[config.mk]
export PLATFORM = sky130hd
export DESIGN_NAME = fps_ctrl
export DESIGN_NICKNAME = d
export VERILOG_FILES = /design/src/logic/fps_pkg.sv /design/src/logic/fps_ctrl.sv /design/src/logic/fps_sync.sv
export SDC_FILE = /design/constraint.sdc
export NUM_CORES = 1
export LEC_CHECK = 0
export BUFFER_PORTS_ARGS = -buffer_cell sky130_fd_sc_hd__buf_4
export CORE_UTILIZATION = 59
export CTS_CLUSTER_SIZE = 14
export DETAILED_ROUTE_END_ITERATION = 6
export PLACE_DENSITY_LB_ADDON = 0.3
export SLEW_MARGIN = 20
export SYNTH_ARGS = -nofsm -noshare
export SYNTH_HDL_FRONTEND = slang
export SYNTH_SLANG_ARGS = --single-unit
[constraint.sdc]
create_clock -name clk -period 7.2 [get_ports clk]
set_clock_uncertainty 0.1 [all_clocks]
set_input_delay 1.08 -clock clk [delete_from_list [all_inputs] [get_ports clk]]
set_output_delay 1.08 -clock clk [all_outputs]
set_load 0.005 [all_outputs]
[src/logic/fps_pkg.sv]
// Purpose: Constants for the flash program sequencer host controller
// Assumes: 250 MHz clock, Avalon-MM register port, 16-bit flash data
// Notes:   Offsets are word indexes; byte address is four times the index
package fps_pkg;
	// ----------------------------------------
	// Register map
	// ----------------------------------------
	localparam logic [2:0] REG_CTRL   = 3'h0;
	localparam logic [2:0] REG_ADDR   = 3'h1;
	localparam logic [2:0] REG_WDATA  = 3'h2;
	localparam logic [2:0] REG_STATUS = 3'h3;
	localparam logic [2:0] REG_RDATA  = 3'h4;
	localparam int CTRL_CMD_LSB  = 0;
	localparam int CTRL_START    = 3;
	localparam int CTRL_ALT      = 4;
	localparam int CTRL_HV       = 5;
	localparam int ST_BUSY       = 0;
	localparam int ST_DONE       = 1;
	localparam int ST_TIMEOUT    = 2;
	localparam int ST_REFUSED    = 3;
	localparam int ST_PWR_OK     = 4;
	localparam int ST_RDY        = 5;
	// ----------------------------------------
	// Commands
	// ----------------------------------------
	typedef enum logic [2:0] {
		CMD_READ  = 3'h0,
		CMD_PROG  = 3'h1,
		CMD_CHIP  = 3'h2,
		CMD_SECT  = 3'h3,
		CMD_LOCK  = 3'h4,
		CMD_IDEN  = 3'h5,
		CMD_IDEX  = 3'h6,
		CMD_RESET = 3'h7
	} fps_cmd_t;
	// ----------------------------------------
	// Command address map and codes
	// ----------------------------------------
	localparam logic [19:0] STD_U1   = 20'h05555;
	localparam logic [19:0] STD_U2   = 20'h02aaa;
	localparam logic [19:0] ALT_U1   = 20'h0a555;
	localparam logic [19:0] ALT_U2   = 20'h05aaa;
	localparam logic [15:0] D_UNLK1  = 16'h00aa;
	localparam logic [15:0] D_UNLK2  = 16'h0055;
	localparam logic [15:0] D_PROG   = 16'h00a0;
	localparam logic [15:0] D_ERASE  = 16'h0080;
	localparam logic [15:0] D_CHIP   = 16'h0010;
	localparam logic [15:0] D_SECT   = 16'h0030;
	localparam logic [15:0] D_LOCK   = 16'h0040;
	localparam logic [15:0] D_IDEN   = 16'h0090;
	localparam logic [15:0] D_IDEX   = 16'h00f0;
	localparam logic [2:0]  N_PROG   = 3'h4;
	localparam logic [2:0]  N_SIX    = 3'h6;
	localparam logic [2:0]  N_ID     = 3'h3;
	localparam logic [2:0]  N_ONE    = 3'h1;
	// ----------------------------------------
	// Timing
	// ----------------------------------------
	localparam int CLK_PS       = 4000;
	localparam int WE_PULSE_NS  = 15;
	localparam int RD_ACC_NS    = 80;
	localparam int HOLD_NS      = 20;
	localparam int RST_NS       = 500;
	localparam int SETTLE_NS    = 200;
	localparam int PWR_DELAY_MS = 10;
	localparam int WE_CYC     = (WE_PULSE_NS * 1000 + CLK_PS - 1) / CLK_PS + 1;
	localparam int RD_CYC     = (RD_ACC_NS * 1000 + CLK_PS - 1) / CLK_PS + 2;
	localparam int HOLD_CYC   = (HOLD_NS * 1000 + CLK_PS - 1) / CLK_PS;
	localparam int RST_CYC    = (RST_NS * 1000 + CLK_PS - 1) / CLK_PS;
	localparam int SETTLE_CYC = (SETTLE_NS * 1000 + CLK_PS - 1) / CLK_PS;
	localparam int PWR_CYC    = PWR_DELAY_MS * 250000;
	localparam int BUSY_MAX   = 25000000;
endpackage : fps_pkg

[src/logic/fps_ctrl.sv]
// Purpose: Host-side sequencer driving a parallel NOR flash
// Assumes: Flash pins asynchronous; Avalon-MM slave with waitrequest
// Notes:   One flash bus operation at a time; no queue
// Contract
// Program is four writes; device self-times.
// Device ignores commands while programming.
// Reset during program corrupts that location.
// Programming only clears bits to zero.
// Program finishes within program cycle time.
// One 8K-word boot block, lockable. The flash model's boot block spans 16K words (up to BOOT_END 20'h03fff).
// Boot block at bottom or top addresses.
// Locked boot block refuses program and erase.
// Host issues six writes to lock.
// ID mode lock location shows lock bit.
// Host exits ID mode after ID reads.
// High-voltage reset held whole operation overrides.
// ID codes same in hardware and software.
// Poll bit inverted while programming.
// Poll bit zero during erase.
// True data after operation completes.
// Toggle bit alternates while busy.
// Open-drain ready line low while busy.
// Device blocks programming for power-on delay.
// No program with gate low or strobes high.
// Short strobe pulses start nothing.
// Alternate pin map uses alternate addresses.
// Erased bits read as one.
// Reset low stops operation, outputs float.
// Address latched on fall, data on rise.
`timescale 1ns/1ns
`default_nettype none
module fps_ctrl #(
	parameter int PWR_CYCLES = fps_pkg::PWR_CYC,
	parameter int BUSY_LIMIT = fps_pkg::BUSY_MAX
) (
	input  wire logic        clk,
	input  wire logic        rst_n,
	input  wire logic [2:0]  avs_address,
	input  wire logic        avs_read,
	input  wire logic        avs_write,
	input  wire logic [31:0] avs_writedata,
	output logic      [31:0] avs_readdata,
	output logic             avs_waitrequest,
	output logic      [19:0] fl_addr,
	output logic      [15:0] fl_dq_o,
	output logic             fl_dq_oe,
	input  wire logic [15:0] fl_dq_i,
	output logic             fl_ce_n,
	output logic             fl_oe_n,
	output logic             fl_we_n,
	output logic             fl_rst_n,
	output logic             fl_rst_hv,
	input  wire logic        fl_rdy_i
);
	typedef enum logic [6:0] {
		S_IDLE  = 7'h01,
		S_SETUP = 7'h02,
		S_STRB  = 7'h04,
		S_HOLD  = 7'h08,
		S_RDW   = 7'h10,
		S_BUSY  = 7'h20,
		S_RSTP  = 7'h40
	} fps_state_t;

	fps_state_t       st_q;
	fps_pkg::fps_cmd_t cmd_q;
	logic             ack_q, alt_q, hv_q, done_q, tmo_q, ref_q, pwr_ok_q;
	logic [19:0]      addr_q;
	logic [15:0]      wdata_q, rdata_q, dq_s;
	logic [2:0]       step_q, nstep_q;
	logic [31:0]      cnt_q, pwr_q;
	logic             rdy_s, acc, wr_ctrl, go, need_pwr;
	logic [35:0]      sw;

	// ----------------------------------------
	// Pin synchronisers
	// ----------------------------------------
	fps_sync #(.W(16)) u_dq_sync (.clk(clk), .rst_n(rst_n), .d(fl_dq_i), .q(dq_s));
	fps_sync #(.W(1)) u_rdy_sync (.clk(clk), .rst_n(rst_n), .d(fl_rdy_i), .q(rdy_s));

	// ----------------------------------------
	// Avalon slave: one wait cycle per access
	// ----------------------------------------
	assign avs_waitrequest = (avs_read | avs_write) & ~ack_q;
	assign acc             = (avs_read | avs_write) & ack_q;
	assign wr_ctrl  = acc & avs_write & (avs_address == fps_pkg::REG_CTRL);
	assign need_pwr = fps_pkg::fps_cmd_t'(avs_writedata[2:0]) inside
		{fps_pkg::CMD_PROG, fps_pkg::CMD_CHIP, fps_pkg::CMD_SECT, fps_pkg::CMD_LOCK};
	// Altering commands are refused until the device power-on delay ends
	assign go = wr_ctrl & avs_writedata[fps_pkg::CTRL_START] & (st_q == S_IDLE)
		& (pwr_ok_q | ~need_pwr);

	always_ff @(posedge clk or negedge rst_n) begin
		if (!rst_n) begin
			ack_q <= 1'b0;
		end else begin
			ack_q <= (avs_read | avs_write) & ~ack_q;
		end
	end

	always_ff @(posedge clk or negedge rst_n) begin
		if (!rst_n) begin
			avs_readdata <= 32'h0;
		end else if ((avs_read | avs_write) & ~ack_q) begin
			unique case (avs_address)
				fps_pkg::REG_CTRL:   avs_readdata <= {26'h0, hv_q, alt_q, 1'b0, cmd_q};
				fps_pkg::REG_ADDR:   avs_readdata <= {12'h0, addr_q};
				fps_pkg::REG_WDATA:  avs_readdata <= {16'h0, wdata_q};
				fps_pkg::REG_STATUS: avs_readdata <= {26'h0, rdy_s, pwr_ok_q, ref_q, tmo_q,
					done_q, st_q != S_IDLE};
				fps_pkg::REG_RDATA:  avs_readdata <= {16'h0, rdata_q};
				default:             avs_readdata <= 32'h0;
			endcase
		end
	end

	always_ff @(posedge clk or negedge rst_n) begin
		if (!rst_n) begin
			addr_q  <= 20'h0;
			wdata_q <= 16'h0;
			alt_q   <= 1'b0;
			hv_q    <= 1'b0;
		end else if (acc & avs_write) begin
			if (avs_address == fps_pkg::REG_ADDR) begin
				addr_q <= avs_writedata[19:0];
			end
			if (avs_address == fps_pkg::REG_WDATA) begin
				wdata_q <= avs_writedata[15:0];
			end
			if (wr_ctrl && st_q == S_IDLE) begin
				alt_q <= avs_writedata[fps_pkg::CTRL_ALT];
				hv_q  <= avs_writedata[fps_pkg::CTRL_HV];
			end
		end
	end

	// ----------------------------------------
	// Power-on delay after controller reset
	// ----------------------------------------
	always_ff @(posedge clk or negedge rst_n) begin
		if (!rst_n) begin
			pwr_q    <= 32'h0;
			pwr_ok_q <= 1'b0;
		end else if (!pwr_ok_q) begin
			pwr_q    <= pwr_q + 32'h1;
			pwr_ok_q <= (pwr_q >= 32'(PWR_CYCLES - 1));
		end
	end

	// ----------------------------------------
	// Command step table
	// ----------------------------------------
	function automatic logic [35:0] step_word(input fps_pkg::fps_cmd_t c, input logic [2:0] s,
		input logic alt, input logic [19:0] ua, input logic [15:0] ud);
		logic [19:0] u1;
		logic [19:0] u2;
		logic [15:0] d2;
		logic [15:0] d5;
		u1 = alt ? fps_pkg::ALT_U1 : fps_pkg::STD_U1;
		u2 = alt ? fps_pkg::ALT_U2 : fps_pkg::STD_U2;
		d2 = (c == fps_pkg::CMD_PROG) ? fps_pkg::D_PROG :
			(c == fps_pkg::CMD_IDEN) ? fps_pkg::D_IDEN : fps_pkg::D_ERASE;
		d5 = (c == fps_pkg::CMD_CHIP) ? fps_pkg::D_CHIP :
			(c == fps_pkg::CMD_SECT) ? fps_pkg::D_SECT : fps_pkg::D_LOCK;
		step_word = {u1, fps_pkg::D_UNLK1};
		if (c == fps_pkg::CMD_IDEX) begin
			step_word = {20'h0, fps_pkg::D_IDEX};
		end else begin
			unique case (s)
				3'h0: step_word = {u1, fps_pkg::D_UNLK1};
				3'h1: step_word = {u2, fps_pkg::D_UNLK2};
				3'h2: step_word = {u1, d2};
				3'h3: step_word = (c == fps_pkg::CMD_PROG) ? {ua, ud} : {u1, fps_pkg::D_UNLK1};
				3'h4: step_word = {u2, fps_pkg::D_UNLK2};
				default: step_word = {(c == fps_pkg::CMD_SECT) ? ua : u1, d5};
			endcase
		end
	endfunction : step_word

	assign sw = step_word(cmd_q, step_q, alt_q, addr_q, wdata_q);

	// ----------------------------------------
	// Sequencer
	// ----------------------------------------
	always_ff @(posedge clk or negedge rst_n) begin
		if (!rst_n) begin
			st_q    <= S_IDLE;
			cmd_q   <= fps_pkg::CMD_READ;
			step_q  <= 3'h0;
			nstep_q <= 3'h0;
			cnt_q   <= 32'h0;
		end else begin
			unique case (st_q)
				S_IDLE: if (go) begin
					cmd_q  <= fps_pkg::fps_cmd_t'(avs_writedata[2:0]);
					step_q <= 3'h0;
					cnt_q  <= 32'h0;
					unique case (fps_pkg::fps_cmd_t'(avs_writedata[2:0]))
						fps_pkg::CMD_PROG:  nstep_q <= fps_pkg::N_PROG;
						fps_pkg::CMD_IDEN:  nstep_q <= fps_pkg::N_ID;
						fps_pkg::CMD_READ,
						fps_pkg::CMD_IDEX,
						fps_pkg::CMD_RESET: nstep_q <= fps_pkg::N_ONE;
						default:            nstep_q <= fps_pkg::N_SIX;
					endcase
					st_q <= (fps_pkg::fps_cmd_t'(avs_writedata[2:0]) == fps_pkg::CMD_RESET)
						? S_RSTP : S_SETUP;
				end
				S_SETUP: begin
					cnt_q <= 32'h0;
					st_q  <= (cmd_q == fps_pkg::CMD_READ) ? S_RDW : S_STRB;
				end
				S_STRB: begin
					cnt_q <= cnt_q + 32'h1;
					if (cnt_q == 32'(fps_pkg::WE_CYC - 1)) begin
						cnt_q <= 32'h0;
						st_q  <= S_HOLD;
					end
				end
				S_HOLD: begin
					cnt_q <= cnt_q + 32'h1;
					if (cnt_q == 32'(fps_pkg::HOLD_CYC - 1)) begin
						cnt_q  <= 32'h0;
						step_q <= step_q + 3'h1;
						if (step_q + 3'h1 != nstep_q) begin
							st_q <= S_SETUP;
						end else if (cmd_q inside {fps_pkg::CMD_PROG, fps_pkg::CMD_CHIP,
							fps_pkg::CMD_SECT, fps_pkg::CMD_LOCK}) begin
							st_q <= S_BUSY;
						end else begin
							st_q <= S_IDLE;
						end
					end
				end
				S_RDW: begin
					cnt_q <= cnt_q + 32'h1;
					if (cnt_q == 32'(fps_pkg::RD_CYC - 1)) begin
						st_q <= S_IDLE;
					end
				end
				S_BUSY: begin
					// No commands go out until the device releases ready or BUSY_LIMIT runs out
					cnt_q <= cnt_q + 32'h1;
					if ((cnt_q >= 32'(fps_pkg::SETTLE_CYC) && rdy_s) ||
						cnt_q == 32'(BUSY_LIMIT - 1)) begin
						st_q <= S_IDLE;
					end
				end
				S_RSTP: begin
					cnt_q <= cnt_q + 32'h1;
					if (cnt_q == 32'(fps_pkg::RST_CYC - 1)) begin
						st_q <= S_IDLE;
					end
				end
				default: st_q <= S_IDLE;
			endcase
		end
	end

	// ----------------------------------------
	// Status flags and read data
	// ----------------------------------------
	always_ff @(posedge clk or negedge rst_n) begin
		if (!rst_n) begin
			done_q <= 1'b0;
			tmo_q  <= 1'b0;
			ref_q  <= 1'b0;
			rdata_q <= 16'h0;
		end else begin
			if (go) begin
				done_q <= 1'b0;
				tmo_q  <= 1'b0;
				ref_q  <= 1'b0;
			end else if (wr_ctrl && avs_writedata[fps_pkg::CTRL_START]) begin
				ref_q <= 1'b1;
			end
			if (st_q != S_IDLE && !go) begin
				done_q <= done_q | (st_q == S_BUSY && cnt_q >= 32'(fps_pkg::SETTLE_CYC) && rdy_s);
			end
			if (st_q == S_BUSY && cnt_q == 32'(BUSY_LIMIT - 1) && !rdy_s) begin
				tmo_q <= 1'b1;
			end
			if (st_q == S_RDW && cnt_q == 32'(fps_pkg::RD_CYC - 1)) begin
				rdata_q <= dq_s;
			end
		end
	end

	// ----------------------------------------
	// Flash pins, all from flops
	// ----------------------------------------
	always_ff @(posedge clk or negedge rst_n) begin
		if (!rst_n) begin
			fl_addr   <= 20'h0;
			fl_dq_o   <= 16'h0;
			fl_dq_oe  <= 1'b0;
			fl_ce_n   <= 1'b1;
			fl_oe_n   <= 1'b1;
			fl_we_n   <= 1'b1;
			fl_rst_n  <= 1'b0;
			fl_rst_hv <= 1'b0;
		end else begin
			fl_rst_n  <= ~(st_q == S_RSTP);
			// Override stays up for the whole altering operation
			fl_rst_hv <= hv_q & (st_q != S_IDLE) & (st_q != S_RSTP) & (cmd_q != fps_pkg::CMD_READ);
			fl_ce_n   <= ~(st_q inside {S_SETUP, S_STRB, S_HOLD, S_RDW});
			fl_oe_n   <= ~(st_q == S_RDW);
			fl_we_n   <= ~(st_q == S_STRB);
			fl_dq_oe  <= (st_q inside {S_SETUP, S_STRB, S_HOLD}) && cmd_q != fps_pkg::CMD_READ;
			if (st_q == S_SETUP) begin
				fl_addr <= (cmd_q == fps_pkg::CMD_READ) ? addr_q : sw[35:16];
				fl_dq_o <= sw[15:0];
			end
		end
	end
endmodule : fps_ctrl
`default_nettype wire

[src/logic/fps_sync.sv]
// Purpose: Two-stage synchroniser for pin inputs
// Assumes: Inputs are asynchronous to clk
// Notes:   First stage feeds only the second
`timescale 1ns/1ns
`default_nettype none
module fps_sync #(
	parameter int W = 1
) (
	input  wire logic         clk,
	input  wire logic         rst_n,
	input  wire logic [W-1:0] d,
	output logic      [W-1:0] q
);
	logic [W-1:0] meta_q;

	always_ff @(posedge clk or negedge rst_n) begin
		if (!rst_n) begin
			meta_q <= '0;
			q      <= '0;
		end else begin
			meta_q <= d;
			q      <= meta_q;
		end
	end
endmodule : fps_sync
`default_nettype wire

# Word level (Yosys, flattened, before mapping)
# Index checks and enable logic that the tools add are counted.
dict set report totals {
  regBits 247
  inputBits 56
  out_inout_bits 75
  elab_cells 168
}
dict set report classes {
  addsub 3
  order_cmp 2
  n_eq_ne 41
  muxes 36
  n_bitwise 19
  n_reduce_logical 38
}
# op count
set ops {}
lappend ops {{36-bit case mux with 4 select lines} 1}
lappend ops {{32-bit case mux with 4 select lines} 1}
lappend ops {{20-bit case mux with 5 select lines} 1}
lappend ops {{36-bit 2-to-1 mux} 2}
lappend ops {{32-bit by 1-bit adder with 32-bit output, second input constant} 2}
lappend ops {{32-bit 2-to-1 mux} 2}
lappend ops {{7-bit 2-to-1 mux} 9}
lappend ops {{7-bit case mux with 7 select lines} 1}
lappend ops {{20-bit 2-to-1 mux} 2}
lappend ops {{32-bit by 25-bit == test with 1-bit output, second input constant} 1}
lappend ops {{32-bit by 3-bit == test with 1-bit output, second input constant} 1}
lappend ops {{32-bit by 5-bit == test with 1-bit output, second input constant} 1}
lappend ops {{32-bit by 7-bit == test with 1-bit output, second input constant} 1}
lappend ops {{32-bit by 22-bit >= comparator with 1-bit output, second input constant} 1}
lappend ops {{32-bit by 6-bit >= comparator with 1-bit output, second input constant} 1}
lappend ops {{3-bit == test, second input constant} 9}
lappend ops {{3-bit by 2-bit == test with 1-bit output, second input constant} 8}
lappend ops {{6-bit 2-to-1 mux} 3}
lappend ops {{16-bit 2-to-1 mux} 1}
lappend ops {{4-bit nonzero test} 4}
lappend ops {{15-bit 2-to-1 mux} 1}
lappend ops {{3-bit by 1-bit == test with 1-bit output, second input constant} 4}
lappend ops {{3-bit logical NOT} 4}
lappend ops {{2-bit inequality test, second input constant} 6}
lappend ops {{29 further kinds} 72}

# Logic depth before layout (Yosys ltp)
# Gate-level depths: netlist of the first run.
dict set report depth {
  word_depth 10
  depth_mapped 9
  depth_no_buf 8
}

# Modules after synthesis
# Synthesis of the first run repeated with hierarchy kept, for this count alone.
dict set report hier_totals {
  hier_cells 961
  area_unflattened_um2 10576.4
}
# module instances cells_per_inst area_per_inst_um2 seq_area_each_um2
set modules_own_cells {}
lappend modules_own_cells {fps_ctrl 1 927 9725.6 5034.8}
lappend modules_own_cells {{fps_sync at u_dq_sync} 1 32 800.8 800.8}
lappend modules_own_cells {{fps_sync at u_rdy_sync} 1 2 50.0 50.0}

# Least setup slack after synthesis of the first run
# OpenSTA, ideal clock, no wires.
dict set report synth_path {
  path_type {input to output}
  from {input port avs_write}
  to {output port avs_waitrequest}
  arrival_ns 1.791
  required_time_ns 6.020
  slack_ns 4.229
  path_stages 3
  path_buffers 1
  path_cell_list {o21bai_1 clkbuf_1 inv_1}
}
dict set report synth_via {
  elab_chain_len 2
}
# element line
set synth_lines {}
lappend synth_lines {{start, declared} fps_ctrl.sv:40} ;# input wire logic avs_write,
lappend synth_lines {{1-bit OR} fps_ctrl.sv:84} ;# assign avs_waitrequest = (avs_read | avs_write) & ~ack_q;
lappend synth_lines {{1-bit AND} fps_ctrl.sv:84}
lappend synth_lines {{end, declared} fps_ctrl.sv:43} ;# output logic avs_waitrequest,
# Every way passes these cells.

# Worst setup path in the final report of the first run
dict set report layout_path {
  from {input port avs_writedata[0]}
  to {register cnt_q[4]}
}
dict set report layout_via {
  elab_chain_len 7
}
# element line
set layout_lines {}
lappend layout_lines {{start, declared} fps_ctrl.sv:41} ;# input wire logic [31:0] avs_writedata,
lappend layout_lines {{3-bit by 1-bit == test with 1-bit output, or another cell as far along} fps_ctrl.sv:87} ;# assign need_pwr = fps_pkg::fps_cmd_t'(avs_writedata[2:0]) inside
lappend layout_lines {{4-bit nonzero test *} fps_ctrl.sv:87}
lappend layout_lines {{1-bit NOT *} fps_ctrl.sv:91} ;# & (pwr_ok_q | ~need_pwr);
lappend layout_lines {{1-bit OR *} fps_ctrl.sv:91}
lappend layout_lines {{1-bit AND *} fps_ctrl.sv:91}
lappend layout_lines {{2-bit inequality test (no line) *} --}
lappend layout_lines {{2-bit AND reduction (no line) *} --}
lappend layout_lines {{end signal, assigned} fps_ctrl.sv:214} ;# cnt_q <= cnt_q + 32'h1;
lappend layout_lines {{end signal, assigned} fps_ctrl.sv:221} ;# cnt_q <= cnt_q + 32'h1;
lappend layout_lines {{end signal, assigned} fps_ctrl.sv:236} ;# cnt_q <= cnt_q + 32'h1;
lappend layout_lines {{end, declared} fps_ctrl.sv:71} ;# logic [31:0] cnt_q, pwr_q;
# Mark *: on every way between the ends. The rest lies on a longest branch, timed or not.
# A chain may end at the register's enable or synchronous reset.

==> flow_summary.toml, run 1 <==
[synthesis]
synthFlopType = "dfrtp_1"
syn-instance-count = 1019
synth_seq_cells = 235
ys.warnings.count = 0
syn_area_um2 = 10800
synth_edf_count = 0
synth_cell_types = 70
synthArstFlopShare_pct = 100
seq_area_frac_synth_pct = 54.5
synth.avg_cell_area_um2 = 10.6

[timing]
timing.hold.ws_ns = 0.243
period_share_pct = 45.6
min_period_ns = 3.28
relSlewSlack_pct = 25.1
setup_viol = 0
final-max-slew-violation-count = 0
worst_slew_pin_slew_ns = 1.12
fin_setup_tns_ns = 0
hold_viol_final = 0
grt_setup_unrepaired = "false"
fmax_mhz = 305

[power]
peakVddDrop_uv = 389
p_per_area_nw_per_um2 = 327
switchingPower_mw = 1.33
fin_total_pwr_mw = 4.10
p_clk_share_pct = 31.7
p_int_mw = 2.77
power.static_leakage_nw = 5.69
p_comb_share_pct = 23.8
p_sw_share_pct = 32.5
p_seq_share_pct = 44.5

[drt]
drt-pass1-iter-count = 5
drcViolationCount = 0
vias = 8297
drt_iter0_drc = 628
drtAntennaViolNets = 0
wl_um = 25400
wire_per_inst_um = 18.7
via_per_inst = 6.11

[floorplan]
rows = 49
die_area_um2 = 18800
die_w_um = 137
boundaryPins = 131
coreArea_um2 = 18000
die_h_um = 137
initial_core_util_pct = 60.1

[critical_path]
worst_path_max_delay_cell = "o311ai_0"
crit_path_start_kind = "primary input"
required_ns = 7.50
path_max_fanout = 13
cp-end-kind = "register"
crit_chain = "buf_4 > o21a_1 > o311ai_0 > nand2_1 > o21ai_1 > nor3_1 > a221o_1"
criticalPathCategory = "primary input to register"
critPathArrivalTime_ns = 3.58
reg2reg_slack_ns = 4.13
slowest_delay_ns = 0.69

[cells_and_area]
syn_to_final_growth_pct = 16.0
drive_gt1_share_pct = 21.1
finalNonFillerCells = 1358
nNetsFinal = 1177
diodes = 0

[cts]
cts_resized = 0
cts_tree = "built"
cts-root-buf = "clkbuf_16"
clk_latency_ns = 0.53
holdBufCountCts = 0
cts_buffers = 24
clk_pin_slew_ns = 0.06
cts_max_path_buffers = 3
post_cts.repair.setup_buffers = 0
cts-htree-levels = 1
clock-sinks = 235

[hold_path]
hold_path_class = "register to register"

[global_routing]
antenna_found_initial = 0
grt_overflow_total = 0
grt_max_degree = 87
grt.total_usage_pct = 27.6
grt_pass1_vias = 7899
grt_pass1_wl_um = 40600

[run_status]
status = "finished, final reports clean"

[place]
dpl.cell_count = 1314
place.gp.congestion = 0.891
dpl.hpwl_um = 17500
io_buffers = 106

[flow_run]
cap_violations = 0
-- registers in the layout (all words and copies together), names as in the netlist, 7 cells and up --
signal / flops
addr_q: 20
avs_readdata: 20
cnt_q: 32
fl_addr: 20
fl_dq_o: 16
pwr_q: 32
rdata_q: 16
st_q: 7
u_dq_sync.meta_q: 16
u_dq_sync.q: 16
wdata_q: 16
-- synthesized netlist by cell type (17+ instances only) --
| library cell | number | area, um^2 |
|---|---|---|
| nand3_1 | 49 | 245 |
| o21ai_0 | 47 | 235 |
| and3_1 | 18 | 113 |
| dfrtp_1 | 231 | 5780 |
| a21oi_1 | 68 | 340 |
| a31oi_1 | 25 | 156 |
| mux2_2 | 53 | 597 |
| a22oi_1 | 23 | 173 |
| nand2_1 | 98 | 368 |
| inv_1 | 17 | 63.8 |
| nor2_1 | 67 | 251 |
| xnor2_1 | 23 | 201 |
| nor3_1 | 22 | 110 |
| a22o_1 | 20 | 175 |
| clkbuf_1 | 30 | 113 |
-- final timing paths --
kind                                      from                to  cells after the start
max in group asynchronous                rst_n  avs_readdata[11]                      2
hold / removal             u_dq_sync.meta_q[3]    u_dq_sync.q[3]                      0
setup reg to reg                       st_q[4]        fl_dq_o[6]                      5
hold reg to reg            u_dq_sync.meta_q[3]    u_dq_sync.q[3]                      0
setup / recovery              avs_writedata[0]          cnt_q[4]                      7
min in group asynchronous                rst_n           st_q[3]                      1
-- cells in the final DEF (no fill, tap or decap), types with 7 or more instances in the layout --
cell type and instances:
nand2_1 98, nand4_1 14, mux2_2 53, clkbuf_16 24
clkinv_2 8, xnor2_1 23, buf_4 115, dfrtp_1 231
a31oi_1 25, xor2_1 14, conb_1 12, nand3_1 49
nor2_1 67, nand2b_1 7, mux2_4 10, a21oi_1 68
ha_1 10, a22o_1 20, nor2b_1 7, a22oi_1 23
o22ai_1 14, nor3_1 22, o21ai_0 47, nor4_1 14
and3_1 18, inv_1 17, a21o_1 8, or3_1 7
-- cells by family (layout without fill, tap and decap cells) --
family / count (synthesis) / in the layout / synth area share [%]
DFF: 235 / 235 / 54.5
AOI/OAI and AO/OA: 247 / 247 / 14.4
other: 1 / 12 / 0.0347
muxes: 67 / 67 / 7.29
buffers and inverters: 79 / 178 / 3.58
xor gates and xnor gates: 37 / 37 / 3.00
adders and majority gates: 10 / 10 / 1.16
and+or+nand+nor: 343 / 343 / 16.0
-- worst max-delay path: cells and delay by family --
kind,cells,cell delay (ns)
buffers and inverters,1,0.14
AO/OA/AOI/OAI,4,1.91
AND/OR/NAND/NOR,2,0.45
-- metrics by stage --
step / util, % / area [um^2] / setup slack [ns]
after floorplan: - / 10800 / 4.23
after global placement: 65.1 / 11700 / 3.44
after detailed placement: 65.1 / 11700 / 3.42
after CTS: 69.8 / 12500 / 3.97
after global routing: 69.8 / 12500 / 3.68
final: 69.8 / 12500 / 3.92
-- power by group through the flow --
stage / Combinational [mW] / Clock, mW / Sequential (mW)
after floorplan: 0.655 / 0 / 1.73
after global placement: 0.928 / 0 / 1.82
after detailed placement: 0.962 / 0 / 1.84
after CTS: 0.973 / 1.32 / 1.82
after global routing: 1.09 / 1.37 / 1.86
final: 0.975 / 1.30 / 1.83
-- layer usage --
metal  global-route usage [%]  wire, um  vias to the layer above
met2                     44.8     12100                      313
met5                        0         0                        -
met4                     9.34       665                        0
met1                     38.0     10800                     4087
met3                     4.49      1790                       47
li1                         -         -                     3850
-- final cells by class --
cell class,count,area [um^2]
clock inverter,12,146
sequential,235,5890
inverter,18,67.6
clock buffer,32,691
timing repair buffer,116,878
multi-input combinational,716,4580
tap,229,287
fill,1325,5430
Note: power is estimated with default switching activity, not from simulation.
==> run 2: changes to the inputs <==
--- a/config.mk
+++ b/config.mk
@@ -6,7 +6,7 @@
 export NUM_CORES = 1
 export LEC_CHECK = 0
 export BUFFER_PORTS_ARGS = -buffer_cell sky130_fd_sc_hd__buf_4
-export CORE_UTILIZATION = 59
+export CORE_UTILIZATION = 53
 export CTS_CLUSTER_SIZE = 14
 export DETAILED_ROUTE_END_ITERATION = 6
 export PLACE_DENSITY_LB_ADDON = 0.3
==> constraint.sdc (replaced) <==
create_clock -name clk -period 2.93 [get_ports clk]
set_clock_uncertainty 0.1 [all_clocks]
set_input_delay 0.4395 -clock clk [delete_from_list [all_inputs] [get_ports clk]]
set_output_delay 0.4395 -clock clk [all_outputs]
set_load 0.005 [all_outputs]
==> run 2 against run 1 <==
Design area grew 3.5%; critical path depth down 2; register-to-register slack lost 3.8 ns; setup slack worse by 3.6 ns; global-route usage is 2.5 points lower; combinational power increased to 2.6 times the previous value; highest routed layer unchanged.
==> flow_summary.toml, run 2 (synthesis gave the netlist of run 1 again) <==
[run_status]
status = "finished, final reports clean"

[critical_path]
path_max_fanout = 16
critPathArrivalTime_ns = 2.86
cp.buffers_inverters = 0
crit_chain = "nor4_1 > and4_1 > nand2_1 > or4_4 > mux2_4"
reg2reg_slack_ns = 0.35
slowest_delay_ns = 0.66
worst_path_max_delay_cell = "or4_4"
crit_family = "simple AND/OR/NAND/NOR gates"
crit_path_start_kind = "register"
required_ns = 3.22
criticalPathCategory = "register to register"
cp-end-kind = "register"

[place]
dpl_cell_area_um2 = 11900
place.gp.congestion = 0.933
io_buffers = 106
dpl.hpwl_um = 17800
dpl.cell_count = 1372

[timing]
fin_setup_tns_ns = 0
period_share_pct = 87.9
min_period_ns = 2.58
relSlewSlack_pct = 31.9
grt_setup_unrepaired = "false"
final-max-slew-violation-count = 0
hold_viol_final = 0
worst_slew_pin_slew_ns = 1.02
fmax_mhz = 388
setup_viol = 0

[cts]
clk_latency_ns = 0.51
cts_buffers = 24
clk_pin_slew_ns = 0.06
cts_tree = "built"
clock-sinks = 235
cts-root-buf = "clkbuf_16"
cts-htree-levels = 1
cts_max_path_buffers = 3
post_cts.repair.setup_buffers = 0

[floorplan]
coreArea_um2 = 19700
boundaryPins = 131
die_area_um2 = 21000
die_h_um = 145
die_w_um = 145
rows = 51
initial_core_util_pct = 54.8

[drt]
drt-pass1-iter-count = 6
vias = 8301
wl_um = 25500
drt_iter0_drc = 550
via_per_inst = 5.80
drtAntennaViolNets = 0
drcViolationCount = 0
wire_per_inst_um = 17.8

[cells_and_area]
drive_gt1_share_pct = 22.1
nNetsFinal = 1217
final_common_cell = "dfrtp_1"
stdcell_area_um2 = 13000
final_cell_mix = "231 x dfrtp_1, 134 x buf_4, 98 x nand2_1"
finalNonFillerCells = 1432
final_core_util_pct = 65.8
reg_top3 = "cnt_q (32), pwr_q (32)"
diodes = 0
syn_to_final_growth_pct = 20.1

[power]
p_per_area_nw_per_um2 = 788
peakVddDrop_uv = 416
power.static_leakage_nw = 5.89

[global_routing]
antenna_found_initial = 0
grt_max_degree = 71
grt_pass1_wl_um = 41200
grt_pass1_vias = 7829
grt.total_usage_pct = 25.2
grt_overflow_total = 0

[hold_path]
hold_path_class = "primary input to register"

[flow_run]
cap_violations = 0
## run 2: cell count changes in the layout (fill, tap and decap cells not counted), sizes merged
| cell | change |
|---|---|
| buf | +22 |
| dlygate4sd3 | +18 |
| clkinv | -3 |
| bufinv | +1 |
| clkbuf | -1 |
| clkinvlp | +1 |
## run 2: area by class of cell
type                    count  area, um^2
repair buffers            156        1260
multi-input cells         716        4580
fillers                  1509        6750
clock buffers              31         688
well taps                 265         332
flip-flops and latches    235        5890
inverters                  18        67.6
clock inverters            11         158
## run 2: worst register-to-register path, stage by stage (launching register included)
cell and delay (ns):
dfrtp_1 0.45, nor4_1 0.42, and4_1 0.33, nand2_1 0.13, or4_4 0.66, mux2_4 0.37
## run 2: timing repair
action                                  in CTS  in global routing
hold buffers                                18                  0
endpoints found under the setup margin       0                  0
gates resized for setup                      0                  0
endpoints found under the hold margin       78                  0
## run 2: final timing paths
path	startpoint	end	depth (start not counted)
min in group asynchronous	rst_n	st_q[2]	2
max in group asynchronous	rst_n	avs_readdata[13]	3
max	cnt_q[17]	rdata_q[13]	5
min reg2reg	u_dq_sync.meta_q[15]	u_dq_sync.q[15]	0
min	avs_writedata[17]	addr_q[17]	2
max reg2reg	cnt_q[17]	rdata_q[13]	5
## run 2: metrics by stage
stage                     power, mW  hold WS, ns  setup WS, ns
after floorplan                5.87       0.0439         0.617
after global routing           10.8       0.0555         0.180
after detailed placement       6.99        0.235         0.413
after CTS                      10.3       0.0528         0.380
final                          10.2       0.0672         0.354
after global placement         6.91        0.232         0.478
## run 2: power breakdown
group / switching [mW] / total [mW] / internal (mW) / leakage [nW]
Sequential: 0.640 / 4.47 / 3.83 / 3.03
Combinational: 1.35 / 2.52 / 1.17 / 2.43
Clock: 1.23 / 3.23 / 2.00 / 0.419
## run 2: routing by layer
layer  wire length [um]  GRT usage (%)
met4                563           7.20
met5                  0              0
met2              11900           39.5
met1              11400           35.8
met3               1690           4.57
==> run 3: changes to the inputs <==
--- a/config.mk
+++ b/config.mk
@@ -6,7 +6,8 @@
 export NUM_CORES = 1
 export LEC_CHECK = 0
 export BUFFER_PORTS_ARGS = -buffer_cell sky130_fd_sc_hd__buf_4
-export CORE_UTILIZATION = 53
+export CORE_UTILIZATION = 55
+export CTS_BUF_LIST = sky130_fd_sc_hd__clkbuf_2
 export CTS_CLUSTER_SIZE = 14
 export DETAILED_ROUTE_END_ITERATION = 6
 export PLACE_DENSITY_LB_ADDON = 0.3
==> run 3 against run 2 <==
Register-to-register slack gained 0.02 ns; routed wire length grew 2.6%; count of clock-buffer cells in the layout grew 49; cell count grew 5.8%; first-iteration DRC count grew 17%; maximum frequency grew 0.72%; global-route usage grew 1.5 points; critical path depth is the same; clock power shrank 36%; combinational power grew 4%; design area shrank 0.63%; non-clock buffer count grew 23; critical path type unchanged; critical endpoint is now rdata_q[11]; largest power group unchanged; highest routed layer unchanged.
==> flow_summary.toml, run 3 (synthesis gave the netlist of run 1 again) <==
[run_status]
status = "finished, final reports clean"

[floorplan]
die_h_um = 142
die_w_um = 142
rows = 50
boundaryPins = 131
die_area_um2 = 20200
initial_core_util_pct = 57.0
coreArea_um2 = 19000

[power]
p_int_mw = 5.82
p_sw_share_pct = 36.6
switchingPower_mw = 3.35
power.static_leakage_nw = 5.95
p_comb_share_pct = 28.7
fin_total_pwr_mw = 9.17
p_clk_share_pct = 22.4
p_per_area_nw_per_um2 = 711
peakVddDrop_uv = 291
p_seq_share_pct = 48.8

[drt]
drt_iter0_drc = 642
drcViolationCount = 0
drtAntennaViolNets = 0
wire_per_inst_um = 17.3
vias = 8756
drt-pass1-iter-count = 7
via_per_inst = 5.78
wl_um = 26200

[cts]
cts_tree = "built"
post_cts.repair.setup_buffers = 0
cts_buffers = 56
cts_resized = 0
cts-htree-levels = 2
cts_max_path_buffers = 3
clock-sinks = 235
holdBufCountCts = 43
clk_latency_ns = 0.89
clk_pin_slew_ns = 0.11
cts-root-buf = "clkbuf_2"

[timing]
fmax_mhz = 391
grt_setup_unrepaired = "false"
period_share_pct = 87.3
final-max-slew-violation-count = 0
worst_slew_pin_slew_ns = 0.969
setup_viol = 0
min_period_ns = 2.56
worst_slack_ns = 0.372
fin_setup_tns_ns = 0
relSlewSlack_pct = 35.3
hold_viol_final = 0

[cells_and_area]
stdcell_area_um2 = 12900
reg_top3 = "cnt_q (32), pwr_q (32)"
final_common_cell = "dfrtp_1"
finalNonFillerCells = 1515
syn_to_final_growth_pct = 19.3
final_cell_mix = "231 x dfrtp_1, 130 x buf_4, 98 x nand2_1"
drive_gt1_share_pct = 23.9
nNetsFinal = 1272

[place]
dpl.cell_count = 1365
dpl.hpwl_um = 17800
dp_slack_ns = 0.438
io_buffers = 106
dpl_cell_area_um2 = 11900
place.gp.congestion = 0.910

[critical_path]
criticalPathCategory = "register to register"
critPathArrivalTime_ns = 3.14
cp-end-kind = "register"
crit_path_start_kind = "register"
path_max_fanout = 16
required_ns = 3.51

[global_routing]
grt_max_degree = 83
grt_overflow_total = 0
grt.total_usage_pct = 26.6
antenna_found_initial = 1
grt_pass1_vias = 8432
grt_pass1_wl_um = 42500

[hold_path]
hold_path_class = "primary input to async pin"

[flow_run]
cap_violations = 0
==> run 3: cell count changes in the layout (fill, tap and decap cells not counted), sizes merged <==
cell         delta
buf             -2
clkbuf         +49
clkinv         +17
diode           +1
inv             +2
bufinv          -4
dlygate4sd3    +25
==> run 3: final timing paths <==
path	start	to	slack [ns]	cells after the start
hold reg to reg	u_dq_sync.meta_q[13]	u_dq_sync.q[13]	0.26	0
max in group asynchronous	rst_n	rdata_q[13]	1.86	3
min in group clk	fl_rdy_i	u_rdy_sync.meta_q	0.14	2
setup reg to reg	cnt_q[17]	rdata_q[11]	0.37	5
hold / removal	rst_n	fl_addr[15]	0.03	2
setup / recovery	cnt_q[17]	rdata_q[11]	0.37	5
==> run 3: layout make-up <==
type / count / area, um^2
fillers: 1477 / 6070
flip-flops and latches: 235 / 5890
multi-input cells: 716 / 4580
repair buffers: 179 / 1520
clock buffers: 80 / 400
well taps: 260 / 325
clock inverters: 26 / 108
inverters: 18 / 67.6
diodes: 1 / 2.50
==> run 3: worst max-delay path, stage by stage, from the launching register on <==
cell and delay, ns:
dfrtp_1 0.46, nor4_1 0.38, and4_1 0.32, nand2_1 0.12
or4_4 0.67, mux2_4 0.35
==> run 3: per-layer routing <==
layer  GRT usage (%)  up-vias  wire length [um]
met2            42.1      343             12400
met4            10.7        0               676
met5               0        -                 0
li1                -     4083                 -
met1            36.3     4284             11300
met3            5.05       46              1790
==> run 3: per-stage QoR <==
step	utilization, %	hold slack, ns
after floorplan	-	0.0439
after global placement	63.0	0.231
after detailed placement	63.0	0.235
after CTS	68.0	0.0105
after global routing	68.0	0.0297
final	68.0	0.0295
==> run 3: power groups by stage <==
stage	Clock [mW]	Sequential, mW	Combinational, mW
6_report	2.06	4.48	2.63
5_1_grt	2.30	4.56	2.89
4_1_cts	2.11	4.45	2.61
3_5_place_dp	0	4.52	2.54
3_3_place_gp	0	4.49	2.48
2_1_floorplan	0	4.26	1.61
